[src/pkg/ptvw_pkg.sv]
package ptvw_pkg;
  // register byte addresses
  localparam logic [11:0] ADDR_W2_TO = 12'h134;
  localparam logic [11:0] ADDR_W3_CTL = 12'h13c;
  localparam logic [11:0] ADDR_W3_BASE = 12'h140;
  localparam logic [11:0] ADDR_W3_BOUND = 12'h144;
  localparam logic [11:0] ADDR_W3_TO = 12'h148;
  localparam logic [11:0] ADDR_SPC_CTL = 12'h14c;
  // control field positions
  localparam int CTL_EN_BIT = 31;
  localparam int CTL_POST_BIT = 30;
  localparam int CTL_WIDTH_LSB = 22;
  localparam int CTL_SPACE_LSB = 16;
  localparam int CTL_PROG_BIT = 14;
  localparam int CTL_SUPER_BIT = 12;
  localparam int CTL_BLOCK_BIT = 8;
  localparam int CTL_IOSP_BIT = 0;
  localparam int SPC_IOSP_BIT = 2;
  localparam int SPC_FIELD_LSB = 0;
  localparam int ADDR_HI_LSB = 16;
  // reset values
  localparam logic [1:0] WIDTH_RESET = 2'h2;
  localparam logic SPC_IOSP_RESET = 1'b0;
  localparam logic [15:0] ADDR_HI_RESET = 16'h0000;
  localparam logic [31:0] UNMAPPED_READ = 32'h0000_0000;

  typedef enum logic [1:0] {
    PTVW_W8 = 2'b00, PTVW_W16 = 2'b01, PTVW_W32 = 2'b10, PTVW_W64 = 2'b11
  } ptvw_width_t;

  typedef enum logic [2:0] {
    PTVW_A16 = 3'b000, PTVW_A24 = 3'b001, PTVW_A32 = 3'b010, PTVW_RSV3 = 3'b011,
    PTVW_RSV4 = 3'b100, PTVW_CSR = 3'b101, PTVW_USER1 = 3'b110, PTVW_USER2 = 3'b111
  } ptvw_space_t;

  typedef enum logic [1:0] {
    PTVW_SC_OFF = 2'b00, PTVW_SC_RMW = 2'b01, PTVW_SC_ADOH = 2'b10, PTVW_SC_RSV = 2'b11
  } ptvw_spc_t;

  typedef struct packed {
    logic enable;
    logic posted_write_enable;
    ptvw_width_t max_width_field;
    ptvw_space_t space_field;
    logic program_bit;
    logic privilege_bit;
    logic block_transfer_bit;
    logic pci_space_bit;
  } ptvw_ctl_t;

  localparam ptvw_ctl_t CTL_RESET = '{enable: 1'b0, posted_write_enable: 1'b0,
    max_width_field: ptvw_width_t'(WIDTH_RESET), space_field: PTVW_A16, program_bit: 1'b0,
    privilege_bit: 1'b0, block_transfer_bit: 1'b0, pci_space_bit: 1'b0};

  typedef struct packed {
    logic [31:0] addr;
    logic io_space;
    logic is_write;
  } ptvw_pci_req_t;

  typedef struct packed {
    logic [31:0] vme_addr;
    ptvw_space_t space;
    ptvw_width_t width;
    logic program_access;
    logic supervisor;
    logic block_ok;
    logic mblt_ok;
    logic posted;
  } ptvw_vme_req_t;
endpackage : ptvw_pkg

[src/verilog/ptvw_window.sv]
`timescale 1ns/1ps
module ptvw_window
  import ptvw_pkg::*;
(
  input wire ptvw_ctl_t ctl_i,
  input wire logic [15:0] base_value_i,
  input wire logic [15:0] bound_value_i,
  input wire logic [15:0] translation_offset_i,
  input wire ptvw_pci_req_t req_i,
  output logic hit_o,
  output ptvw_vme_req_t vme_o
);
  wire [15:0] addr_hi = req_i.addr[31:16];
  wire above_base = addr_hi >= base_value_i;
  wire below_bound = (bound_value_i == 16'h0000) || (addr_hi < bound_value_i);
  wire space_match = req_i.io_space == ctl_i.pci_space_bit;
  wire a24_a32 = (ctl_i.space_field == PTVW_A24) || (ctl_i.space_field == PTVW_A32);
  wire wide64 = ctl_i.max_width_field == PTVW_W64;
  wire [15:0] vme_hi = 16'(addr_hi + translation_offset_i);

  assign hit_o = ctl_i.enable && space_match && above_base && below_bound;
  always_comb begin
    vme_o.vme_addr = {vme_hi, req_i.addr[15:0]};
    vme_o.space = ctl_i.space_field;
    vme_o.width = ctl_i.max_width_field;
    vme_o.program_access = ctl_i.program_bit;
    vme_o.supervisor = ctl_i.privilege_bit;
    vme_o.block_ok = ctl_i.block_transfer_bit && a24_a32 && !wide64;
    vme_o.mblt_ok = a24_a32 && wide64;
    vme_o.posted = req_i.is_write && ctl_i.posted_write_enable
                   && !ctl_i.pci_space_bit;
  end
endmodule : ptvw_window

[src/verilog/ptvw_bridge.sv]
// Strobed register access was decided locally.
`timescale 1ns/1ps
module ptvw_bridge
  import ptvw_pkg::*;
(
  input wire logic core_clk_i,
  input wire logic rst_i,
  input wire logic [11:0] reg_addr_i,
  input wire logic [31:0] reg_wdata_i,
  input wire logic reg_wr_i,
  input wire logic reg_rd_i,
  output logic [31:0] reg_rdata_o,
  input wire logic pci_valid_i,
  input wire ptvw_pci_req_t pci_req_i,
  output logic pci_claim_o,
  output ptvw_vme_req_t vme_req_o,
  output logic [1:0] spc_mode_o,
  output logic spc_io_space_o
);
  // window three control, one flop per field
  logic ctl_en;
  logic ctl_post;
  ptvw_width_t ctl_width;
  ptvw_space_t ctl_space;
  logic ctl_prog;
  logic ctl_super;
  logic ctl_block;
  logic ctl_iosp;

  // address registers keep bits 31..16 only
  logic [15:0] w2_to;
  logic [15:0] w3_base;
  logic [15:0] w3_bound;
  logic [15:0] w3_to;

  // special cycle control
  logic spc_iosp;
  ptvw_spc_t spc_field;

  logic [31:0] rdata;
  logic claim;
  ptvw_vme_req_t vme_req;
  logic [31:0] ctl_word;
  logic [31:0] spc_word;

  // register decode, selects are one-hot
  wire sel_w2_to = reg_addr_i == ADDR_W2_TO;
  wire sel_w3_ctl = reg_addr_i == ADDR_W3_CTL;
  wire sel_w3_base = reg_addr_i == ADDR_W3_BASE;
  wire sel_w3_bound = reg_addr_i == ADDR_W3_BOUND;
  wire sel_w3_to = reg_addr_i == ADDR_W3_TO;
  wire sel_spc = reg_addr_i == ADDR_SPC_CTL;
  wire sel_any = sel_w2_to || sel_w3_ctl || sel_w3_base || sel_w3_bound || sel_w3_to
                 || sel_spc;

  // write enables, unmapped writes fall through
  wire we_w2_to = reg_wr_i && sel_w2_to;
  wire we_w3_ctl = reg_wr_i && sel_w3_ctl;
  wire we_w3_base = reg_wr_i && sel_w3_base;
  wire we_w3_bound = reg_wr_i && sel_w3_bound;
  wire we_w3_to = reg_wr_i && sel_w3_to;
  wire we_spc = reg_wr_i && sel_spc;

  // next values taken from the write data
  wire next_ctl_en = reg_wdata_i[CTL_EN_BIT];
  wire next_ctl_post = reg_wdata_i[CTL_POST_BIT];
  wire ptvw_width_t next_ctl_width = ptvw_width_t'(reg_wdata_i[CTL_WIDTH_LSB +: 2]);
  wire ptvw_space_t next_ctl_space = ptvw_space_t'(reg_wdata_i[CTL_SPACE_LSB +: 3]);
  wire next_ctl_prog = reg_wdata_i[CTL_PROG_BIT];
  wire next_ctl_super = reg_wdata_i[CTL_SUPER_BIT];
  wire next_ctl_block = reg_wdata_i[CTL_BLOCK_BIT];
  wire next_ctl_iosp = reg_wdata_i[CTL_IOSP_BIT];
  wire [15:0] next_addr_hi = reg_wdata_i[ADDR_HI_LSB +: 16];
  wire next_spc_iosp = reg_wdata_i[SPC_IOSP_BIT];
  wire ptvw_spc_t next_spc_field = ptvw_spc_t'(reg_wdata_i[SPC_FIELD_LSB +: 2]);

  always_ff @(posedge core_clk_i) begin
    if (rst_i) begin
      ctl_en <= CTL_RESET.enable;
    end else if (we_w3_ctl) begin
      ctl_en <= next_ctl_en;
    end
  end

  always_ff @(posedge core_clk_i) begin
    if (rst_i) begin
      ctl_post <= CTL_RESET.posted_write_enable;
    end else if (we_w3_ctl) begin
      ctl_post <= next_ctl_post;
    end
  end

  always_ff @(posedge core_clk_i) begin
    if (rst_i) begin
      ctl_width <= CTL_RESET.max_width_field;
    end else if (we_w3_ctl) begin
      ctl_width <= next_ctl_width;
    end
  end

  always_ff @(posedge core_clk_i) begin
    if (rst_i) begin
      ctl_space <= CTL_RESET.space_field;
    end else if (we_w3_ctl) begin
      ctl_space <= next_ctl_space;
    end
  end

  always_ff @(posedge core_clk_i) begin
    if (rst_i) begin
      ctl_prog <= CTL_RESET.program_bit;
    end else if (we_w3_ctl) begin
      ctl_prog <= next_ctl_prog;
    end
  end

  always_ff @(posedge core_clk_i) begin
    if (rst_i) begin
      ctl_super <= CTL_RESET.privilege_bit;
    end else if (we_w3_ctl) begin
      ctl_super <= next_ctl_super;
    end
  end

  always_ff @(posedge core_clk_i) begin
    if (rst_i) begin
      ctl_block <= CTL_RESET.block_transfer_bit;
    end else if (we_w3_ctl) begin
      ctl_block <= next_ctl_block;
    end
  end

  always_ff @(posedge core_clk_i) begin
    if (rst_i) begin
      ctl_iosp <= CTL_RESET.pci_space_bit;
    end else if (we_w3_ctl) begin
      ctl_iosp <= next_ctl_iosp;
    end
  end

  always_ff @(posedge core_clk_i) begin
    if (rst_i) begin
      w2_to <= ADDR_HI_RESET;
    end else if (we_w2_to) begin
      w2_to <= next_addr_hi;
    end
  end

  always_ff @(posedge core_clk_i) begin
    if (rst_i) begin
      w3_base <= ADDR_HI_RESET;
    end else if (we_w3_base) begin
      w3_base <= next_addr_hi;
    end
  end

  always_ff @(posedge core_clk_i) begin
    if (rst_i) begin
      w3_bound <= ADDR_HI_RESET;
    end else if (we_w3_bound) begin
      w3_bound <= next_addr_hi;
    end
  end

  always_ff @(posedge core_clk_i) begin
    if (rst_i) begin
      w3_to <= ADDR_HI_RESET;
    end else if (we_w3_to) begin
      w3_to <= next_addr_hi;
    end
  end

  always_ff @(posedge core_clk_i) begin
    if (rst_i) begin
      spc_iosp <= SPC_IOSP_RESET;
    end else if (we_spc) begin
      spc_iosp <= next_spc_iosp;
    end
  end

  always_ff @(posedge core_clk_i) begin
    if (rst_i) begin
      spc_field <= PTVW_SC_OFF;
    end else if (we_spc) begin
      spc_field <= next_spc_field;
    end
  end

  // control fields gathered for the decoder
  wire ptvw_ctl_t w3_ctl = '{
    enable: ctl_en,
    posted_write_enable: ctl_post,
    max_width_field: ctl_width,
    space_field: ctl_space,
    program_bit: ctl_prog,
    privilege_bit: ctl_super,
    block_transfer_bit: ctl_block,
    pci_space_bit: ctl_iosp
  };

  // control word in its bit layout, reserved bits read zero
  always_comb begin
    ctl_word = UNMAPPED_READ;
    ctl_word[CTL_EN_BIT] = ctl_en;
    ctl_word[CTL_POST_BIT] = ctl_post;
    ctl_word[CTL_WIDTH_LSB +: 2] = ctl_width;
    ctl_word[CTL_SPACE_LSB +: 3] = ctl_space;
    ctl_word[CTL_PROG_BIT] = ctl_prog;
    ctl_word[CTL_SUPER_BIT] = ctl_super;
    ctl_word[CTL_BLOCK_BIT] = ctl_block;
    ctl_word[CTL_IOSP_BIT] = ctl_iosp;
  end

  always_comb begin
    spc_word = UNMAPPED_READ;
    spc_word[SPC_IOSP_BIT] = spc_iosp;
    spc_word[SPC_FIELD_LSB +: 2] = spc_field;
  end

  wire [31:0] w2_to_word = {w2_to, 16'h0000};
  wire [31:0] base_word = {w3_base, 16'h0000};
  wire [31:0] bound_word = {w3_bound, 16'h0000};
  wire [31:0] w3_to_word = {w3_to, 16'h0000};

  // and-or selection, unmapped reads return zero
  wire [31:0] mapped_word = ({32{sel_w2_to}} & w2_to_word)
                          | ({32{sel_w3_ctl}} & ctl_word)
                          | ({32{sel_w3_base}} & base_word)
                          | ({32{sel_w3_bound}} & bound_word)
                          | ({32{sel_w3_to}} & w3_to_word)
                          | ({32{sel_spc}} & spc_word);
  wire [31:0] next_rdata = sel_any ? mapped_word : UNMAPPED_READ;

  always_ff @(posedge core_clk_i) begin
    if (rst_i) begin
      rdata <= UNMAPPED_READ;
    end else if (reg_rd_i) begin
      rdata <= next_rdata;
    end
  end

  ptvw_window u_window3 (
    .ctl_i(w3_ctl),
    .base_value_i(w3_base),
    .bound_value_i(w3_bound),
    .translation_offset_i(w3_to),
    .req_i(pci_req_i),
    .hit_o(claim),
    .vme_o(vme_req)
  );

  // reserved mode code acts as disabled
  wire ptvw_spc_t spc_eff = (spc_field == PTVW_SC_RSV) ? PTVW_SC_OFF : spc_field;

  assign reg_rdata_o = rdata;
  assign pci_claim_o = pci_valid_i && claim;
  assign vme_req_o = vme_req;
  assign spc_mode_o = spc_eff;
  assign spc_io_space_o = spc_iosp;
endmodule : ptvw_bridge

[config.mk]
export PLATFORM = sky130hd
export DESIGN_NAME = ptvw_bridge
export DESIGN_NICKNAME = d
export VERILOG_FILES = /design/src/pkg/ptvw_pkg.sv /design/src/verilog/ptvw_window.sv /design/src/verilog/ptvw_bridge.sv
export SDC_FILE = /design/constraint.sdc
export NUM_CORES = 1
export LEC_CHECK = 0
export ABC_AREA = 1
export BUFFER_PORTS_ARGS = -buffer_cell sky130_fd_sc_hd__buf_2
export CAP_MARGIN = 15
export CORE_AREA = 2 2 110 112
export CTS_CLUSTER_DIAMETER = 30
export CTS_CLUSTER_SIZE = 25
export DETAILED_ROUTE_END_ITERATION = 8
export DIE_AREA = 0 0 112 114
export PLACE_DENSITY_LB_ADDON = 0.12
export SLEW_MARGIN = 20
export SYNTH_ARGS = -nofsm -noshare
export SYNTH_HDL_FRONTEND = slang
export SYNTH_SLANG_ARGS = --single-unit
[constraint.sdc]
create_clock -name core_clk_i -period 3.11 [get_ports core_clk_i]
set_clock_uncertainty 0.05 [all_clocks]
set_input_delay 0 -clock core_clk_i [delete_from_list [all_inputs] [get_ports core_clk_i]]
set_output_delay 0 -clock core_clk_i [all_outputs]
set_load 0.01 [all_outputs]
==> Yosys cells after proc, flatten, opt, wreduce, memory -nomap -nowiden <==
Cells that the tools add are included.
{ "op_classes": {"n_addsub": 1, "mul": 0, "div": 0, "n_lt_le_gt_ge": 2, "n_eq_ne": 11, "shift": 0, "mux": 2, "bitwise": 11, "n_reduce_logical": 25} }
{ "ops": {"columns": ["cell", "n"], "rows": [
  ["32-bit AND", 5],
  ["32-bit OR", 5],
  ["12-bit by 9-bit == test with 1-bit output, second input constant", 6],
  ["32-bit by 3-bit AND with 32-bit output", 1],
  ["32-bit 2-to-1 mux", 1],
  ["16-bit adder", 1],
  ["16-bit greater-or-equal comparator", 1],
  ["16-bit zero test", 1],
  ["16-bit less-than comparator", 1],
  ["1-bit logical AND", 15],
  ["1-bit logical OR", 7],
  ["2-bit == test, second input constant", 2],
  ["3-bit by 1-bit == test with 1-bit output, second input constant", 1],
  ["3-bit by 2-bit == test with 1-bit output, second input constant", 1],
  ["1-bit zero test", 2],
  ["2-bit 2-to-1 mux", 1],
  ["1-bit == test", 1]
]} }
{ "word_totals": {"reg_bits": 110, "latch_bits": 0, "ram_bits": 0, "mem_bits_ro": 0, "inputBits": 83, "output_inout_bits": 78, "word_cells": 67, "memories": 0} }

==> Longest topological paths before layout <==
Gate-level depths: netlist of the first run.
{ "logic_depth": {"word_depth": 8, "mapped_depth": 13, "ltp_nobuf": 13} }

==> Cells and area by module <==
Synthesis of the first run repeated with hierarchy kept, for this count alone.
{ "hier_totals": {"cells_unflattened": 941, "area_unflattened_um2": 6406.1} }
{ "by_module_without_submodules": {"columns": ["module", "n_inst", "cells_per_inst", "area_per_inst_um2", "seq_area_each_um2"], "rows": [
  ["ptvw_bridge", 1, 644, 4581.9, 2001.9],
  ["ptvw_window", 1, 297, 1824.2, 0.0]
]} }

==> Worst setup path before layout of the first run <==
Ideal clock, no wire load.
{ "synth_timing": {"path_kind": "register -> output", "start": "register w3_to[0]", "end": "output vme_req_o[36] in the netlist's numbering", "t_arrival_ps": 1708, "required_time_ps": 3060, "path_slack_ps": 1352, "path_stages_with_launch": 12, "path_buffers": 0, "cell_sequence": "dfxtp_1 ha_1 inv_1 fa_1 inv_1 nand3_1 nand2_1 a21boi_0 inv_1 nand4_1 nand2_1 xor2_1"} }
{ "synth_rtl": {"columns": ["item", "line_no", "rtl"], "rows": [
  ["from (decl)", "ptvw_bridge.sv:34", "logic [15:0] w3_to;"],
  ["from (signal assigned)", "ptvw_bridge.sv:169", "w3_to <= next_addr_hi;"],
  ["to (decl)", "ptvw_bridge.sv:16", "output ptvw_vme_req_t vme_req_o,"]
]} }

==> results of run 1 <==
-- routing by layer --
metal | vias to the layer above | part of all wire (%)
met5 | - | 0
met4 | 0 | 2.3
met3 | 31 | 4.3
met2 | 175 | 50
met1 | 2785 | 43
li1 | 3025 | -
-- final cells by class --
class | count | area, sq um | area share [%]
Clock inverter | 7 | 97.59 | 1.348
Timing Repair Buffer | 152 | 965.9 | 13.34
Clock buffer | 9 | 225.2 | 3.111
Multi-Input combinational cell | 600 | 3415 | 47.17
Tap cell | 147 | 183.9 | 2.541
Inverter | 93 | 349.1 | 4.823
Sequential cell | 100 | 2002 | 27.66
-- worst register-to-register path, delay by kind of cell (launching register included) --
family                 cells  cell delay [ns]
AND/OR/NAND/NOR            4             0.44
buffers and inverters      1             0.09
AO/OA/AOI/OAI              1             0.07
flip-flops                 1             0.31
-- where the power goes --
part           switching, mW  internal, mW  leakage, nW
combinational          0.178         0.115         2.22
sequential          0.000666          1.28        0.805
clock                  0.510         0.709        0.152
total                  0.688          2.11         3.17
-- cells in the mapped netlist (14+ instances only) --
library cell and n:
a211oi_1 18, a211oi_2 14, a21oi_1 95, buf_4 33, clkbuf_1 19, dfxtp_1 100, ha_1 46, inv_1 90
nand2_1 142, nand3_1 83, nand4_1 15, nor2_1 77, o21ai_0 49
-- flip-flops by register name, summed over array words and instances, names as in the netlist --
register and cells:
ctl_post 1, ctl_block 1, ctl_prog 1, w3_bound 16, spc_field 2, ctl_iosp 1, ctl_width 2, w3_to 16
ctl_super 1, reg_rdata_o 22, ctl_space 3, w2_to 16, spc_io_space_o 1, ctl_en 1, w3_base 16
-- worst min-delay path by stage --
stage,start,endpoint,slack [ns],cells past startpoint
after floorplan,pci_req_i[2],vme_req_o[10],0.04,1
after global placement,pci_req_i[3],vme_req_o[11],-0.05,0
after detailed placement,pci_req_i[3],vme_req_o[11],-0.05,0
after CTS,reg_wr_i,ctl_block,0.02,3
after global routing,reg_wr_i,ctl_space[0],0.05,3
final,reg_wr_i,ctl_post,0.03,3
-- kinds of logic after synthesis --
family	synth area share [%]
and+or+nand+nor	25.82
AOI/OAI and AO/OA	17.87
buffers and inverters	12.13
DFF	32.68
adders and majority gates	9.722
xor gates and xnor gates	1.716
other	0.06122
-- repair_timing --
action                     4_1_cts  5_1_grt
hold endpoints to repair        92        0
hold buffers                    38        0
setup endpoints to repair        0        0
==> results.ini, run 1 <==
[run_status]
status = complete, no violations

[finish]
fin_util_pct = 61.81
layout_common_cells = nand2_1 (142), buf_2 (108), dfxtp_1 (100), a21oi_1 (95), inv_1 (89)
final_common_cell = nand2_1
n_antenna_cell = 0
nets = 1086
final_layout_size_suffix_gt1_share_pct = 17.07
nFillCells = 1090
syn_to_final_growth_pct = 18.16
final_cells = 1108
design_area_sq_um = 7238

[grt]
grt.met2_usage_pct = 47.19
grt_pass1_vias = 5625
grt.busiest_layer = met2
gr-usage-met1_pct = 34.18
grt_pass1_wl_mm = 27.41
grt_start_max_net_pins = 63
antenna_found_initial = 0
grt_overflow = 0
met3_usage_pct = 4.198
grt_use_total_pct = 26.83

[route]
route.detailed.drc = 0
wl_per_cell_um = 15.80
drt-vias-per-instance = 5.430
drt.antenna.violating_nets = 0
dr.first_iter.drc_count = 441
vias = 6016
drt-total-wl_mm = 17.51
first_pass_iters = 5

[sta]
finalHoldViolations = 0
drv_slew = 0
rsz0062_at_grt = false
finalCriticalPeriod_ns = 2.478
slew-limit-headroom_pct = 26.24
setup_viol = 0
layout_setup_ws_ns = 0.6322
fin_crit_sh_pct = 79.67
tns_ns = 0
tightest_slew_ns = 1.100
hold_ws_ns = 0.03181
clock.fmax_ghz = 0.4036

[synth]
netlist.area_leader.share_pct = 32.68
synth.distinct_cells = 40
netlist_instances = 850
seq_area_frac_synth_pct = 32.68
synthArstFlopShare_pct = 0
synth_edf_count = 0
ys_ff_latch = 100
yosys_most_used_dff = dfxtp_1
syn_area_per_cell_sq_um = 7.207
synthTopCellsByArea = dfxtp_1 (33%), ha_1 (9.4%), nand2_1 (8.7%), a21oi_1 (7.8%), nand3_1 (6.8%)
synth_area_leader_cell = dfxtp_1
yosysWarningCount = 0
synth_area_sq_um = 6126

[worst_setup_path]
path_cells = ha_1 -> inv_1 -> fa_1 -> inv_1 -> nand3_1 -> nand2_1 -> a21boi_0 -> inv_1 -> nand4_1 -> nand2_1 -> xor2_1 -> buf_2
path_class = reg -> out
cp_max_fo = 3
startpoint_type = flip-flop
cp.arrival_ns = 2.43
crit_top_cell = inv_1
path_buf_inv = 4
worstReg2RegStart = w3_base[7]
critical_path.endpoint = vme_req_o[36]
required_ns = 3.06
worstSetupStartpoint = w3_to[0]
crit_path_end_kind = primary output
worstRegToRegCells = 6
cp_slowest_cell = fa_1
rr_endpoint = reg_rdata_o[23]
ff2ff_setup_slack_ns = 2.00
cpPeakStageDelay_ns = 0.39
cp.depth = 12
path_delay_family = adder cells

[floorplan]
die_x_um = 112
core_region_area_sq_um = 11710
start_util_pct = 52.31
fp.dieH_um = 114
dieArea_sq_um = 12770
ios = 161
num_rows = 40

[pwr]
p_per_area_nw_per_um2 = 386.0
ir_drop_mv = 0.4173
leakagePower_nw = 3.173
totalPowerFinal_mw = 2.794

[clock_tree]
insertion_delay_ns = 0.35
cts.sinks = 100
cts.repair.resized = 0
cts_tree = done
clk_pin_slew_ns = 0.07
cts_setup_buffers = 0
clk_path_buf_depth = 2
htreeDepth = 3
cts_buffers = 9
root_buffer = clkbuf_16

[place]
dpl.hpwl_mm = 12.75
place.gp.congestion = 0.8521
place_area_sq_um = 6535
place_ws_ns = 1.012
placedCellCount = 1054
portBuffers = 108

[flow_run]
maxCapViolCount = 0

[hold_path]
hp-class = in -> reg

(Power assumes the default switching activity.)
==> run 2, diff against run 1 <==
Settings changed: ABC_AREA 1 to 0, CORE_AREA 2 2 110 112 to 2 2 108 110, DIE_AREA 0 0 112 114 to 0 0 110 112.
Clock period 3.11 ns to 2.5 ns, I/O delays scaled along.
==> run 2 against run 1 <==
Net effect: wire length shrank 4.0%; cell area increased by 0.24%; first-iteration DRC count rose by 3.4%; highest routed layer unchanged; synthesized cell count fell by 16%; clock power grew 16%; setup slack worse by 0.59 ns; sequential share of layout area is essentially flat; critical path type unchanged; critical path depth fell by 2; power is 20% higher; combinational power grew 17%; cell count decreased by 11%; largest cell class unchanged.
==> results.ini, run 2 <==
[worst_setup_path]
required_ns = 2.45
startpoint_type = flip-flop
crit_path_end_kind = primary output
cp_max_fo = 3
cp.arrival_ns = 2.41
path_class = reg -> out

[synth]
netlist_instances = 710
synth_area_leader_cell = dfxtp_1
netlist.area_leader.share_pct = 34.30
synthArstFlopShare_pct = 0
ys_ff_latch = 100
synth_area_sq_um = 5837
yosysWarningCount = 0
yosysMostFrequentCell = nand2_1
seq_area_frac_synth_pct = 34.30
synthTopCellsByArea = dfxtp_1 (34%), ha_1 (9.9%), mux2i_1 (8.1%), nand2_1 (7.1%), a21oi_1 (5.4%)
synth.distinct_cells = 59
yosys_most_used_dff = dfxtp_1
synth_common_cells = nand2_1 (111), dfxtp_1 (100), nor2_1 (73)
syn_area_per_cell_sq_um = 8.221
synth_edf_count = 0

[clock_tree]
insertion_delay_ns = 0.34
clk_pin_slew_ns = 0.07
root_buffer = clkbuf_16
cts_buffers = 9
cts_tree = done
clk_path_buf_depth = 2
htreeDepth = 3
cts.sinks = 100

[place]
place.gp.congestion = 0.8848
place_ws_ns = 0.05296
place_area_sq_um = 6312
portBuffers = 108
dpl.hpwl_mm = 12.09

[pwr]
p_per_area_nw_per_um2 = 462.0
totalPowerFinal_mw = 3.352
ir_drop_mv = 0.3252
leakagePower_nw = 3.059

[route]
dr.first_iter.drc_count = 456
first_pass_iters = 6
vias = 5582
drt.antenna.violating_nets = 0
wl_per_cell_um = 17.01
drt-vias-per-instance = 5.650
drt-total-wl_mm = 16.81
route.detailed.drc = 0

[sta]
tightest_slew_ns = 0.8561
drv_slew = 0
finalCriticalPeriod_ns = 2.458
tns_ns = 0
setup_viol = 0
layout_setup_ws_ns = 0.04217
fin_crit_sh_pct = 98.31
slew-limit-headroom_pct = 42.93
finalHoldViolations = 0
rsz0062_at_grt = true
clock.fmax_ghz = 0.4069
hold_ws_ns = 0.01061

[finish]
syn_to_final_growth_pct = 24.31
final_common_cell = nand2_1
nFillCells = 952
nets = 971
layout_common_cells = nand2_1 (111), buf_2 (108), dfxtp_1 (96), nor2_1 (73), a21oi_1 (59)
design_area_sq_um = 7256
final_layout_size_suffix_gt1_share_pct = 20.59
n_antenna_cell = 0
largest_reg_flops = 22

[floorplan]
die_x_um = 110
num_rows = 39
core_region_area_sq_um = 11170
start_util_pct = 52.23
fp.dieH_um = 112
ios = 161
dieArea_sq_um = 12320

[run_status]
status = complete, no violations

[grt]
grt_overflow = 0
antenna_found_initial = 0
grt_start_max_net_pins = 80
grt_use_total_pct = 27.28
grt_pass1_vias = 5396
grt_pass1_wl_mm = 26.24

[hold_path]
hp-class = in -> reg

[flow_run]
maxCapViolCount = 0

[run 2: critical path, cell delays in order, from the launching register on]
cell and delay (ns):
dfxtp_4 0.37, ha_4 0.15, inv_2 0.04, fa_2 0.36
nor2b_2 0.13, o31a_1 0.20, o2111ai_2 0.18, a21boi_2 0.21
mux2i_1 0.20, nand3b_1 0.12, buf_2 0.12
[run 2: timing repair]
action | CTS | global route
endpoints found under the setup margin | 4 | 7
buffers inserted | 0 | 5
gates resized for setup | 10 | 23
hold endpoints to repair | 98 | 0
pin swaps | 3 | 13
hold buffers | 46 | 0
[run 2: stage by stage]
stage	util [%]	cells
floorplan	-	719
global placement	56.49	922
detailed placement	56.49	922
CTS	63.68	983
global route	64.93	988
finish	64.93	988
[run 2: final cells by class]
| type | count | area, sq um | share of cell area [%] |
|---|---|---|---|
| repair buffers | 172 | 1136 | 15.66 |
| inverters | 40 | 150.1 | 2.069 |
| well taps | 143 | 178.9 | 2.466 |
| flip-flops and latches | 100 | 2009 | 27.69 |
| clock buffers | 12 | 256.5 | 3.535 |
| multi-input cells | 518 | 3478 | 47.94 |
| clock inverters | 3 | 46.29 | 0.6380 |
[run 2: cells by family after synthesis]
logic type      synth area share (%)
simple gates                   18.46
compound gates                 17.77
buf+inv                        9.003
flops                          34.30
mux                            8.253
fa+ha+maj                      10.20
xor+xnor                       1.951
other cells                  0.06425
[run 2: final timing paths]
check,start,slack (ns),depth (start not counted),endpoint
hold reg to reg,reg_rdata_o[19],0.40,2,reg_rdata_o[19]
hold / removal,reg_wr_i,0.01,3,spc_field[0]
setup reg to reg,w3_to[3],1.12,4,reg_rdata_o[19]
setup / recovery,w3_to[0],0.04,10,vme_req_o[40]
[run 2: power by group]
group	total [mW]	switching (mW)	leakage [nW]	internal, mW
combinational	0.344	0.195	2.11	0.149
clock	1.42	0.589	0.145	0.828
sequential	1.59	0.000118	0.807	1.59
[run 2: layer usage]
metal	vias to the layer above	global-route usage [%]	share of wire, %
li1	2706	-	-
met1	2625	34.96	44
met2	218	44.34	47
met3	33	4.567	6.3
met4	0	12.49	2.9
met5	-	0	0
